File: src/clk_ctl_consts.svh
// offsets, bit positions, reset values and tables of the control bank
`ifndef CLK_CTL_CONSTS_SVH
`define CLK_CTL_CONSTS_SVH
// byte offsets and pointer limits
`define OFS_FIRST 7'h01
`define OFS_LAST 7'h09
`define OFS_HOST_CTL 7'h01
`define OFS_SIGNATURE 7'h06
`define PTR_ZERO 7'h00
`define PTR_MAX 7'h7F
`define PTR_STEP 7'h01
// command byte: bit 7 set means single-byte access
`define CMD_SINGLE 7
// array indices of the bytes
`define IDX_B1 4'h1
`define IDX_B2 4'h2
`define IDX_B3 4'h3
`define IDX_B4 4'h4
`define IDX_B5 4'h5
`define IDX_B7 4'h7
`define IDX_B8 4'h8
`define IDX_B9 4'h9
`define NUM_REG_BYTES 10
// per-byte reset values and write masks, byte 9 in the top lane
`define REG_RESET_TABLE 80'h0000_0E00_403F_C77F_0700
`define REG_WMASK_TABLE 80'hFFFF_0100_C5BF_FFFF_7F00
`define BYTE_W 8
`define LANE_PAD 3'h0
// field positions
`define B1_HIZ_SEL 6
`define B1_FREE_LSB 3
`define B1_EN_LSB 0
`define B2_REF_LOW 7
`define B3_DOT_EN 7
`define B3_USB_EN 6
`define B3_FSTOP_LSB 3
`define B3_FEN_LSB 0
`define B4_SS_MSB 7
`define B5_SS_MID 7
`define B5_SS_LSB 6
`define B5_DOT_SLOW 2
`define B5_USB_SLOW 0
`define B7_NUM_MSB 0
`define B9_DIV_LSB 1
`define B9_SRC 0
// spread in hundredths of a percent, code 7 in the top lane
`define SPREAD_DN_TABLE 64'h9625_190D_644B_3219
`define SPREAD_UP_TABLE 64'h3225_190D_0000_0000
// misc values
`define RD_UNMAPPED 8'h00
`define SYNC_RST 4'hE
`define ALL_RUN 8'hFF
`endif

File: src/clk_ctl_pkg.sv
// types shared by the control bank
`default_nettype none
package clk_ctl_pkg;
    typedef enum logic [1:0] {HP_RUN, HP_PARK, HP_HIZ} host_pair_e;
endpackage
`default_nettype wire

File: src/clock_synth_control_regs.sv
// control and status byte bank, bytes 1 to 9, of the clock synthesizer
`timescale 1ns/10ps
`default_nettype none
`include "clk_ctl_consts.svh"

// Summary of operation
// - byte 1 bit 7 reads the synchronised multiplier select pin; writes ignored
// - byte 1 bit 6 picks park or three-state for stopped host pairs
// - with byte 1 bit 6 set, power-down three-states all host pairs
// - byte 1 bits 5..3 keep pairs 2..0 running during host stop
// - byte 1 bits 2..0 enable host pairs 2..0, else three-state
// - byte 2 bit 7 selects low reference drive strength
// - byte 2 bits 6..0 enable the seven PCI outputs, else held low
// - byte 3 bits 7 and 6 enable the display and serial-bus 48 MHz outputs
// - byte 3 bits 5..3 make free PCI outputs obey the PCI stop pin
// - byte 3 bits 2..0 enable free PCI outputs, else held low
// - byte 4 bit 7 is spread select msb: down or center spread
// - byte 4 bits 5..0 enable the six 66 MHz outputs; bit 6 reserved
// - byte 5 bits 7 and 6 are spread mid and lsb, reset 0 and 1
// - spread code maps to four down and four center spread amounts
// - byte 5 bit 2 slows the display 48 MHz edge
// - byte 5 bit 0 slows the serial-bus 48 MHz edge
// - byte 6 reads fixed revision and vendor codes
// - nine-bit numerator in bytes 7 and 8, seven-bit divider in byte 9
// - byte 9 bit 0 selects ROM or programmed numerator and divider
// - byte 0 power-down mode bit selects park or three-state at power-down
// - command bit 7 picks block or single-byte access; low bits give single-byte offset, block starts at byte 0 and needs them 0
module clock_synth_control_regs
    import clk_ctl_pkg::*;
#(
    parameter logic [3:0] REVISION_ID = 4'h3, // arbitrary value
    parameter logic [3:0] VENDOR_ID = 4'h5, // arbitrary value
    parameter logic [8:0] ROM_NUMERATOR = 9'h000,
    parameter logic [6:0] ROM_DIVIDER = 7'h00
)
(
    // clock and reset
    input wire logic i_clk,
    input wire logic i_rstn,
    // asynchronous control pins
    input wire logic i_host_clock_stop_n,
    input wire logic i_power_down_n,
    input wire logic i_pci_clock_stop_n,
    input wire logic i_current_multiplier_select,
    // power-down mode bit held by the byte 0 bank
    input wire logic i_pd_mode_three_state,
    // output clock boundary ticks
    input wire logic i_host_edge,
    input wire logic i_periph_edge,
    // byte access port from the management protocol engine
    input wire logic i_cmd_valid,
    input wire logic [7:0] i_cmd,
    input wire logic i_wr_valid,
    input wire logic [7:0] i_wdata,
    input wire logic i_rd_req,
    output var logic [7:0] o_rdata,
    output var logic o_rd_valid,
    // host clock pairs
    output var host_pair_e o_host_pair_mode_0,
    output var host_pair_e o_host_pair_mode_1,
    output var host_pair_e o_host_pair_mode_2,
    // peripheral clock gates
    output var logic [6:0] o_pci_run,
    output var logic [2:0] o_free_pci_run,
    output var logic o_display_48m_run,
    output var logic o_serial_bus_48m_run,
    output var logic [5:0] o_fixed_66m_run,
    // drive and edge controls
    output var logic o_ref_low_strength,
    output var logic o_display_48m_slow_edge,
    output var logic o_serial_bus_48m_slow_edge,
    // spread control
    output var logic [2:0] o_spread_sel,
    output var logic o_spread_center,
    output var logic [7:0] o_spread_up,
    output var logic [7:0] o_spread_down,
    // synthesizer ratio
    output var logic [8:0] o_numerator,
    output var logic [6:0] o_divider
);
    // lookup tables given names so that they can be sliced
    localparam RESET_TAB = `REG_RESET_TABLE;
    localparam WMASK_TAB = `REG_WMASK_TABLE;
    localparam SPREAD_UP_TAB = `SPREAD_UP_TABLE;
    localparam SPREAD_DN_TAB = `SPREAD_DN_TABLE;
    logic [7:0] regs [0:`NUM_REG_BYTES-1];
    logic [3:0] pins_s;
    logic stop_s, pd_s, pcistop_s, mult_s;
    logic [6:0] ptr;
    logic blk, bad, hit;
    logic [3:0] idx;
    logic [7:0] wmask;
    logic [7:0] next_rdata;
    logic [1:0] run_48m;
    logic [2:0] spread_code;
    logic [6:0] pci_want;
    logic [2:0] free_want;
    logic [5:0] fixed_want;
    logic hiz_sel;

    // pin levels into the clock domain
    cs_sync2 #(
        .W(4),
        .RST(`SYNC_RST)
    ) u_pin_sync (
        .i_clk(i_clk),
        .i_rstn(i_rstn),
        .i_d({i_host_clock_stop_n, i_power_down_n, i_pci_clock_stop_n,
            i_current_multiplier_select}),
        .o_q(pins_s)
    );
    assign stop_s = pins_s[3];
    assign pd_s = pins_s[2];
    assign pcistop_s = pins_s[1];
    assign mult_s = pins_s[0];

    // command byte sets up the access pointer
    always_ff @(posedge i_clk or negedge i_rstn)
    begin
        if (!i_rstn)
        begin
            ptr <= `PTR_ZERO;
            blk <= 1'b0;
            bad <= 1'b0;
        end
        else if (i_cmd_valid)
        begin
            ptr <= i_cmd[`CMD_SINGLE] ? i_cmd[6:0] : `PTR_ZERO;
            blk <= !i_cmd[`CMD_SINGLE];
            bad <= !i_cmd[`CMD_SINGLE] && (i_cmd[6:0] != `PTR_ZERO);
        end
        else if ((i_wr_valid || i_rd_req) && blk && (ptr != `PTR_MAX))
        begin
            ptr <= ptr + `PTR_STEP; // block access walks the bytes
        end
    end

    // address decode and per-byte write mask
    assign hit = !bad && (ptr >= `OFS_FIRST) && (ptr <= `OFS_LAST);
    assign idx = ptr[3:0];
    assign wmask = WMASK_TAB[{idx, `LANE_PAD} +: `BYTE_W];

    // register storage; masked bits keep their power-up values
    always_ff @(posedge i_clk or negedge i_rstn)
    begin
        if (!i_rstn)
        begin
            for (int i = 0; i < `NUM_REG_BYTES; i++)
                regs[i] <= RESET_TAB[i*`BYTE_W +: `BYTE_W];
        end
        else if (i_wr_valid && hit)
        begin
            regs[idx] <= (regs[idx] & ~wmask) | (i_wdata & wmask);
        end
    end

    // read data selection
    always_comb
    begin
        if (!hit)
            next_rdata = `RD_UNMAPPED;
        else if (ptr == `OFS_HOST_CTL)
            next_rdata = {mult_s, regs[`IDX_B1][6:0]};
        else if (ptr == `OFS_SIGNATURE)
            next_rdata = {REVISION_ID, VENDOR_ID};
        else
            next_rdata = regs[idx];
    end

    // read answer one cycle after the request
    always_ff @(posedge i_clk or negedge i_rstn)
    begin
        if (!i_rstn)
        begin
            o_rdata <= `RD_UNMAPPED;
            o_rd_valid <= 1'b0;
        end
        else
        begin
            o_rd_valid <= i_rd_req;
            if (i_rd_req)
                o_rdata <= next_rdata;
        end
    end

    // host pair mode from enable, free-run and stop conditions
    assign hiz_sel = regs[`IDX_B1][`B1_HIZ_SEL];
    function automatic host_pair_e host_mode(input logic en, input logic free);
        host_pair_e m;
        m = HP_RUN;
        if (!en)
            m = HP_HIZ;
        else if (!pd_s)
            m = (hiz_sel || i_pd_mode_three_state) ? HP_HIZ : HP_PARK;
        else if (!stop_s && !free)
            m = hiz_sel ? HP_HIZ : HP_PARK;
        return m;
    endfunction

    // host pairs change state only at a host clock boundary
    always_ff @(posedge i_clk or negedge i_rstn)
    begin
        if (!i_rstn)
        begin
            o_host_pair_mode_0 <= HP_RUN;
            o_host_pair_mode_1 <= HP_RUN;
            o_host_pair_mode_2 <= HP_RUN;
        end
        else if (i_host_edge)
        begin
            o_host_pair_mode_0 <= host_mode(regs[`IDX_B1][`B1_EN_LSB],
                regs[`IDX_B1][`B1_FREE_LSB]);
            o_host_pair_mode_1 <= host_mode(regs[`IDX_B1][`B1_EN_LSB+1],
                regs[`IDX_B1][`B1_FREE_LSB+1]);
            o_host_pair_mode_2 <= host_mode(regs[`IDX_B1][`B1_EN_LSB+2],
                regs[`IDX_B1][`B1_FREE_LSB+2]);
        end
    end

    // requested run states of the peripheral outputs
    assign pci_want = regs[`IDX_B2][6:0] & {7{pcistop_s}};
    assign free_want = regs[`IDX_B3][`B3_FEN_LSB +: 3]
        & ~(regs[`IDX_B3][`B3_FSTOP_LSB +: 3] & {3{!pcistop_s}});
    assign fixed_want = {regs[`IDX_B4][3:0], regs[`IDX_B4][4], regs[`IDX_B4][5]};

    // boundary gates for each output group
    cs_edge_gate #(
        .W(7),
        .RST(7'(`ALL_RUN))
    ) u_pci_gate (
        .i_clk(i_clk),
        .i_rstn(i_rstn),
        .i_boundary(i_periph_edge),
        .i_want(pci_want),
        .o_run(o_pci_run)
    );
    cs_edge_gate #(
        .W(3),
        .RST(3'(`ALL_RUN))
    ) u_free_gate (
        .i_clk(i_clk),
        .i_rstn(i_rstn),
        .i_boundary(i_periph_edge),
        .i_want(free_want),
        .o_run(o_free_pci_run)
    );
    cs_edge_gate #(
        .W(2),
        .RST(2'(`ALL_RUN))
    ) u_48m_gate (
        .i_clk(i_clk),
        .i_rstn(i_rstn),
        .i_boundary(i_periph_edge),
        .i_want({regs[`IDX_B3][`B3_DOT_EN], regs[`IDX_B3][`B3_USB_EN]}),
        .o_run(run_48m)
    );
    cs_edge_gate #(
        .W(6),
        .RST(6'(`ALL_RUN))
    ) u_66m_gate (
        .i_clk(i_clk),
        .i_rstn(i_rstn),
        .i_boundary(i_periph_edge),
        .i_want(fixed_want),
        .o_run(o_fixed_66m_run)
    );
    assign o_display_48m_run = run_48m[1];
    assign o_serial_bus_48m_run = run_48m[0];

    // plain configuration bits straight from the bank
    assign o_ref_low_strength = regs[`IDX_B2][`B2_REF_LOW];
    assign o_display_48m_slow_edge = regs[`IDX_B5][`B5_DOT_SLOW];
    assign o_serial_bus_48m_slow_edge = regs[`IDX_B5][`B5_USB_SLOW];
    assign spread_code = {regs[`IDX_B4][`B4_SS_MSB], regs[`IDX_B5][`B5_SS_MID],
        regs[`IDX_B5][`B5_SS_LSB]};
    assign o_spread_sel = spread_code;
    assign o_spread_center = regs[`IDX_B4][`B4_SS_MSB];

    // spread amount lookup, registered
    always_ff @(posedge i_clk or negedge i_rstn)
    begin
        if (!i_rstn)
        begin
            o_spread_up <= `RD_UNMAPPED;
            o_spread_down <= `RD_UNMAPPED;
        end
        else
        begin
            o_spread_up <= SPREAD_UP_TAB[{spread_code, `LANE_PAD} +: `BYTE_W];
            o_spread_down <= SPREAD_DN_TAB[{spread_code, `LANE_PAD} +: `BYTE_W];
        end
    end

    // ratio source mux, registered
    always_ff @(posedge i_clk or negedge i_rstn)
    begin
        if (!i_rstn)
        begin
            o_numerator <= ROM_NUMERATOR;
            o_divider <= ROM_DIVIDER;
        end
        else if (regs[`IDX_B9][`B9_SRC])
        begin
            o_numerator <= {regs[`IDX_B7][`B7_NUM_MSB], regs[`IDX_B8]};
            o_divider <= regs[`IDX_B9][7:`B9_DIV_LSB];
        end
        else
        begin
            o_numerator <= ROM_NUMERATOR;
            o_divider <= ROM_DIVIDER;
        end
    end
endmodule
`default_nettype wire

File: src/cs_edge_gate.sv
// output run gate that only changes at an output clock boundary
`timescale 1ns/10ps
`default_nettype none
module cs_edge_gate #(
    parameter int W = 1,
    parameter logic [W-1:0] RST = '1
)
(
    // clock and reset
    input wire logic i_clk,
    input wire logic i_rstn,
    // boundary tick and requested run state
    input wire logic i_boundary,
    input wire logic [W-1:0] i_want,
    output var logic [W-1:0] o_run
);
    // requested state is taken only at a boundary, never mid pulse
    always_ff @(posedge i_clk or negedge i_rstn)
    begin
        if (!i_rstn)
            o_run <= RST;
        else if (i_boundary)
            o_run <= i_want;
    end
endmodule
`default_nettype wire

File: src/cs_sync2.sv
// two-flop synchroniser for a group of pin levels
`timescale 1ns/10ps
`default_nettype none
module cs_sync2 #(
    parameter int W = 1,
    parameter logic [W-1:0] RST = '0
)
(
    // clock and reset
    input wire logic i_clk,
    input wire logic i_rstn,
    // levels
    input wire logic [W-1:0] i_d,
    output var logic [W-1:0] o_q
);
    logic [W-1:0] meta;

    // first stage feeds only the second
    always_ff @(posedge i_clk or negedge i_rstn)
    begin
        if (!i_rstn)
        begin
            meta <= RST;
            o_q <= RST;
        end
        else
        begin
            meta <= i_d;
            o_q <= meta;
        end
    end
endmodule
`default_nettype wire

File: config.mk
export PLATFORM = sky130hd
export DESIGN_NAME = clock_synth_control_regs
export DESIGN_NICKNAME = d
export VERILOG_FILES = /design/src/clk_ctl_pkg.sv /design/src/clock_synth_control_regs.sv /design/src/cs_edge_gate.sv /design/src/cs_sync2.sv
export VERILOG_INCLUDE_DIRS = /design/src
export SDC_FILE = /design/constraint.sdc
export NUM_CORES = 1
export LEC_CHECK = 0
export ABC_CLOCK_PERIOD_IN_PS = 3200
export BUFFER_PORTS_ARGS = -buffer_cell sky130_fd_sc_hd__buf_2
export CAP_MARGIN = 10
export CORE_MARGIN = 1.5
export CORE_UTILIZATION = 55
export CTS_CLUSTER_DIAMETER = 100
export DETAILED_ROUTE_END_ITERATION = 12
export PLACE_DENSITY = 0.86
export SLEW_MARGIN = 10
export SYNTH_ARGS = -nofsm -noshare
export SYNTH_HDL_FRONTEND = slang
export SYNTH_HIERARCHICAL = 1
export SYNTH_SLANG_ARGS = --single-unit
File: constraint.sdc
create_clock -name i_clk -period 3.2 [get_ports i_clk]
set_input_delay 0.32 -clock i_clk [delete_from_list [all_inputs] [get_ports i_clk]]
set_output_delay 0.32 -clock i_clk [all_outputs]
set_load 0.02 [all_outputs]
==> key figures <==
Timing
  • Hold Slack: 0.104 ns
  • Tmin final: between 2 and 3 ns
  • Final hold violation count: 0
  • Max-slew violations: 0
  • Endpoints failing setup: 0
  • RSZ-0062 raised after global routing: no
  • Slew HR: a little under two fifths
  • Max Fclk: 0.343 GHz
  • Final WS setup: 0.284 ns
  • Setup TNS: 0 ns
  • Final cycle utilization of the critical path: 91.1%
  • Worst slew pin tran: 0.937 ns
  • Max Clock Skew: 0.00789 ns

Global routing
  • Vias in the first global route: 5423
  • Total GRT Usage: 27.3%
  • Largest net degree at the start of global routing: 68
  • Initial antenna violation count: 0
  • Global-route wire length before repair: 29400 um
  • Remaining Overflow, GRT: 0

Routing
  • Routed len/inst: 20.4 um
  • Via count: 5519
  • Drt first pass iters: 5
  • DR DRC count: 0
  • DRT iter0 DRCs: 427
  • Detailed Route WL: 18700 um
  • Post-DR vias/cell: 6.01
  • Post-route ant nets: 0

Place
  • Port buffer count: 97
  • Dpl hpwl: 13100 um
  • RePlAce Congestion: 0.893
  • Worst slack at placement: approximately 0.37 ns

Final layout
  • Post-layout util: between 60% and 70%
  • Final net count: 767
  • Commonest cells after routing, fill and taps aside: dfrtp_1 (110), buf_2 (96), nand2_1 (78), o31ai_1 (56), mux2_2 (54)
  • Proportion of layout cells with a drive suffix above 1: 36.2%
  • Most common cell after layout, fill and taps aside: dfrtp_1
  • Area delta synth->final: 16.6%
  • Diode count: 0

Critical path
  • Startpoint Class: flop
  • CP Depth: 6
  • Worst Path Required: about 3.5 ns
  • CP cell instances: inv_1 -> ha_1 -> and2_1 -> a31oi_1 -> nor2_1 -> o31ai_1
  • Arrival @ worst endpoint: 3.24 ns
  • R2R Setup Slk: 0.28 ns
  • Critical setup path kind: flop to flop
  • Buf+Inv Stages, Crit Path: 1
  • Critical path launch point: ptr[2]
  • Top cell family by delay on the critical path: compound AO/OA/AOI/OAI gates
  • Reg2Reg Capture Point: regs[19]
  • Reg-to-reg startpoint: ptr[2]
  • CP peak stage delay: 0.78 ns
  • Slowest cell on crit path: dfrtp_1
  • Worst Setup End Kind: flop
  • Critical Path Fanout Max: 22
  • FF-to-FF path depth: 6

Clock network
  • H-tree levels: 4
  • Sink Count: roughly 160
  • Cts hold-fix bufs: 5
  • Clk buf depth: 2
  • Post-CTS Setup Bufs: 0
  • Clock-pin slew on the worst setup and hold paths: roughly 0.060 ns
  • Num CTS Buffers: 17
  • CTS tree: yes
  • Post_cts resized: 0
  • Clock root buffer: clkbuf_16
  • Worst-Skew Late Latency: 0.43 ns

Hold path
  • Hold Path Stages: 2
  • Hold Crit Start: i_cmd[7]
  • Hold worst-path end: blk
  • Worst Hold Class: primary input to flop

Synth
  • #FFs+latches synth: 159
  • Avg Cell Area, Syn: 11.8 um^2
  • Primary FF master, synth: dfrtp_1
  • Synthesized cell area: approximately 7500 um^2
  • EDFF count, synth: 0
  • Cell accounting for the most synthesized area: dfrtp_1
  • Largest cells by area after synthesis: dfrtp_1 (37%), dfstp_2 (17%), mux2_2 (8.1%)
  • Asr flop ratio synth: 100%
  • Seq/Total Area, Yosys: a little over half
  • Synth cell types: 60
  • Synth top area share: 36.8%
  • Synth Instances: 635
  • Yosys warnings: 6

Power
  • Leak: 4.05 nW
  • Power Density: 778 nW/um^2
  • Peak VDD IR: 0.000531 V

Die
  • Initial core utilization: 56.5%
  • Core Rows: 42
  • Core area: 13200 um^2
  • Num ports: 100
  • Die Y: 120 um
  • Die width: 120 um
  • Die area: 14300 um^2

Flow run
  • Max-cap violations: 0

Status
  • Run status: finished clean
## sequential cells by signal, indices dropped and copies added, names as in the netlist, 3 cells and up
signal,flops
regs,67
o_numerator,9
o_rdata,8
o_divider,7
o_spread_down,7
ptr,7
u_pci_gate/o_run,7
fixed_want,6
o_spread_up,6
u_66m_gate/o_run,6
u_pin_sync/meta,4
u_pin_sync/o_q,4
u_free_gate/o_run,3
## cell usage after synthesis, types with 2 or more instances
| cell | number |
|---|---|
| a31oi_1 | 5 |
| buf_1 | 4 |
| and3b_1 | 2 |
| inv_1 | 18 |
| a21oi_1 | 3 |
| nor2b_1 | 7 |
| mux2_2 | 54 |
| a21o_1 | 2 |
| and2_1 | 36 |
| nand2b_1 | 11 |
| a211o_1 | 2 |
| nor4_4 | 2 |
| o31a_1 | 3 |
| nand4_1 | 11 |
| nor2_1 | 25 |
| o22ai_1 | 3 |
| and3_1 | 11 |
| nor3_1 | 3 |
| ha_1 | 9 |
| xnor2_1 | 3 |
| nor3b_2 | 2 |
| o22a_1 | 3 |
| o2111ai_1 | 2 |
| a222oi_1 | 7 |
| buf_4 | 8 |
| a22oi_1 | 7 |
| dfstp_2 | 49 |
| nand2_1 | 78 |
| a21boi_0 | 3 |
| mux2i_1 | 4 |
| mux2_1 | 8 |
| nand3_1 | 4 |
| o32ai_1 | 4 |
| o21ai_0 | 11 |
| o31ai_1 | 56 |
| buf_6 | 5 |
| dfrtp_1 | 110 |
| clkbuf_1 | 10 |
| mux2_4 | 14 |
| o221ai_1 | 4 |
| buf_2 | 13 |
## power breakdown
part           leakage (nW)  switching (W)  total (W)  internal, W
registers              1.97       0.000399    0.00299      0.00259
clock network         0.290       0.000785    0.00199      0.00121
logic                  1.79        0.00105    0.00181     0.000754
total                  4.05        0.00224    0.00679      0.00455
## worst max-delay path by stage
stage,endpoint
2_1_floorplan,regs[57]
3_3_place_gp,regs[59]
3_5_place_dp,regs[61]
4_1_cts,regs[51]
5_1_grt,regs[51]
6_report,regs[19]
## worst reg2reg max path: stages (launching register included)
cell and delay [ns]:
dfrtp_1 0.78, inv_1 0.18, ha_1 0.30, and2_1 0.21
a31oi_1 0.62, nor2_1 0.37, o31ai_1 0.36
## cell families (layout without fill, tap and decap cells)
kind of cell | Yosys count | count (layout) | synth area share, %
other | 1 | 2 | 0.0501
XOR/XNOR | 3 | 3 | 0.351
buffers and inverters | 58 | 165 | 4.03
multiplexers | 81 | 81 | 13.0
AND/OR/NAND/NOR | 200 | 200 | 14.2
flip-flops | 159 | 159 | 54.0
AO/OA/AOI/OAI | 124 | 124 | 12.8
adder cells (fa/ha/maj) | 9 | 9 | 1.51
## cell type report
class,count,area [um^2]
Clock buffer,22,474
Clock inverter,10,110
Fill cell,1050,4530
Inverter,18,67.6
Multi-Input combinational cell,419,3140
Sequential cell,159,4040
Tap cell,176,220
Timing Repair Buffer,115,664
## stage by stage
step,area (um^2),cells,power [W]
floorplan,7480,636,0.00417
global placement,8080,882,0.00470
detailed placement,8080,882,0.00479
CTS,8720,919,0.00681
global route,8720,919,0.00710
finish,8720,919,0.00679
## metal layers
layer | track usage (%) | vias to the layer above | routed length [um] | part of all wire [%]
met5 | 0 | - | 0 | 0
met4 | 12.9 | 0 | 765 | 4.1
li1 | - | 2484 | - | -
met1 | 35.6 | 2711 | 7670 | 41
met3 | 5.56 | 60 | 1240 | 6.6
met2 | 44.1 | 264 | 9070 | 48
No activity file was read; power rests on OpenSTA's default activity.
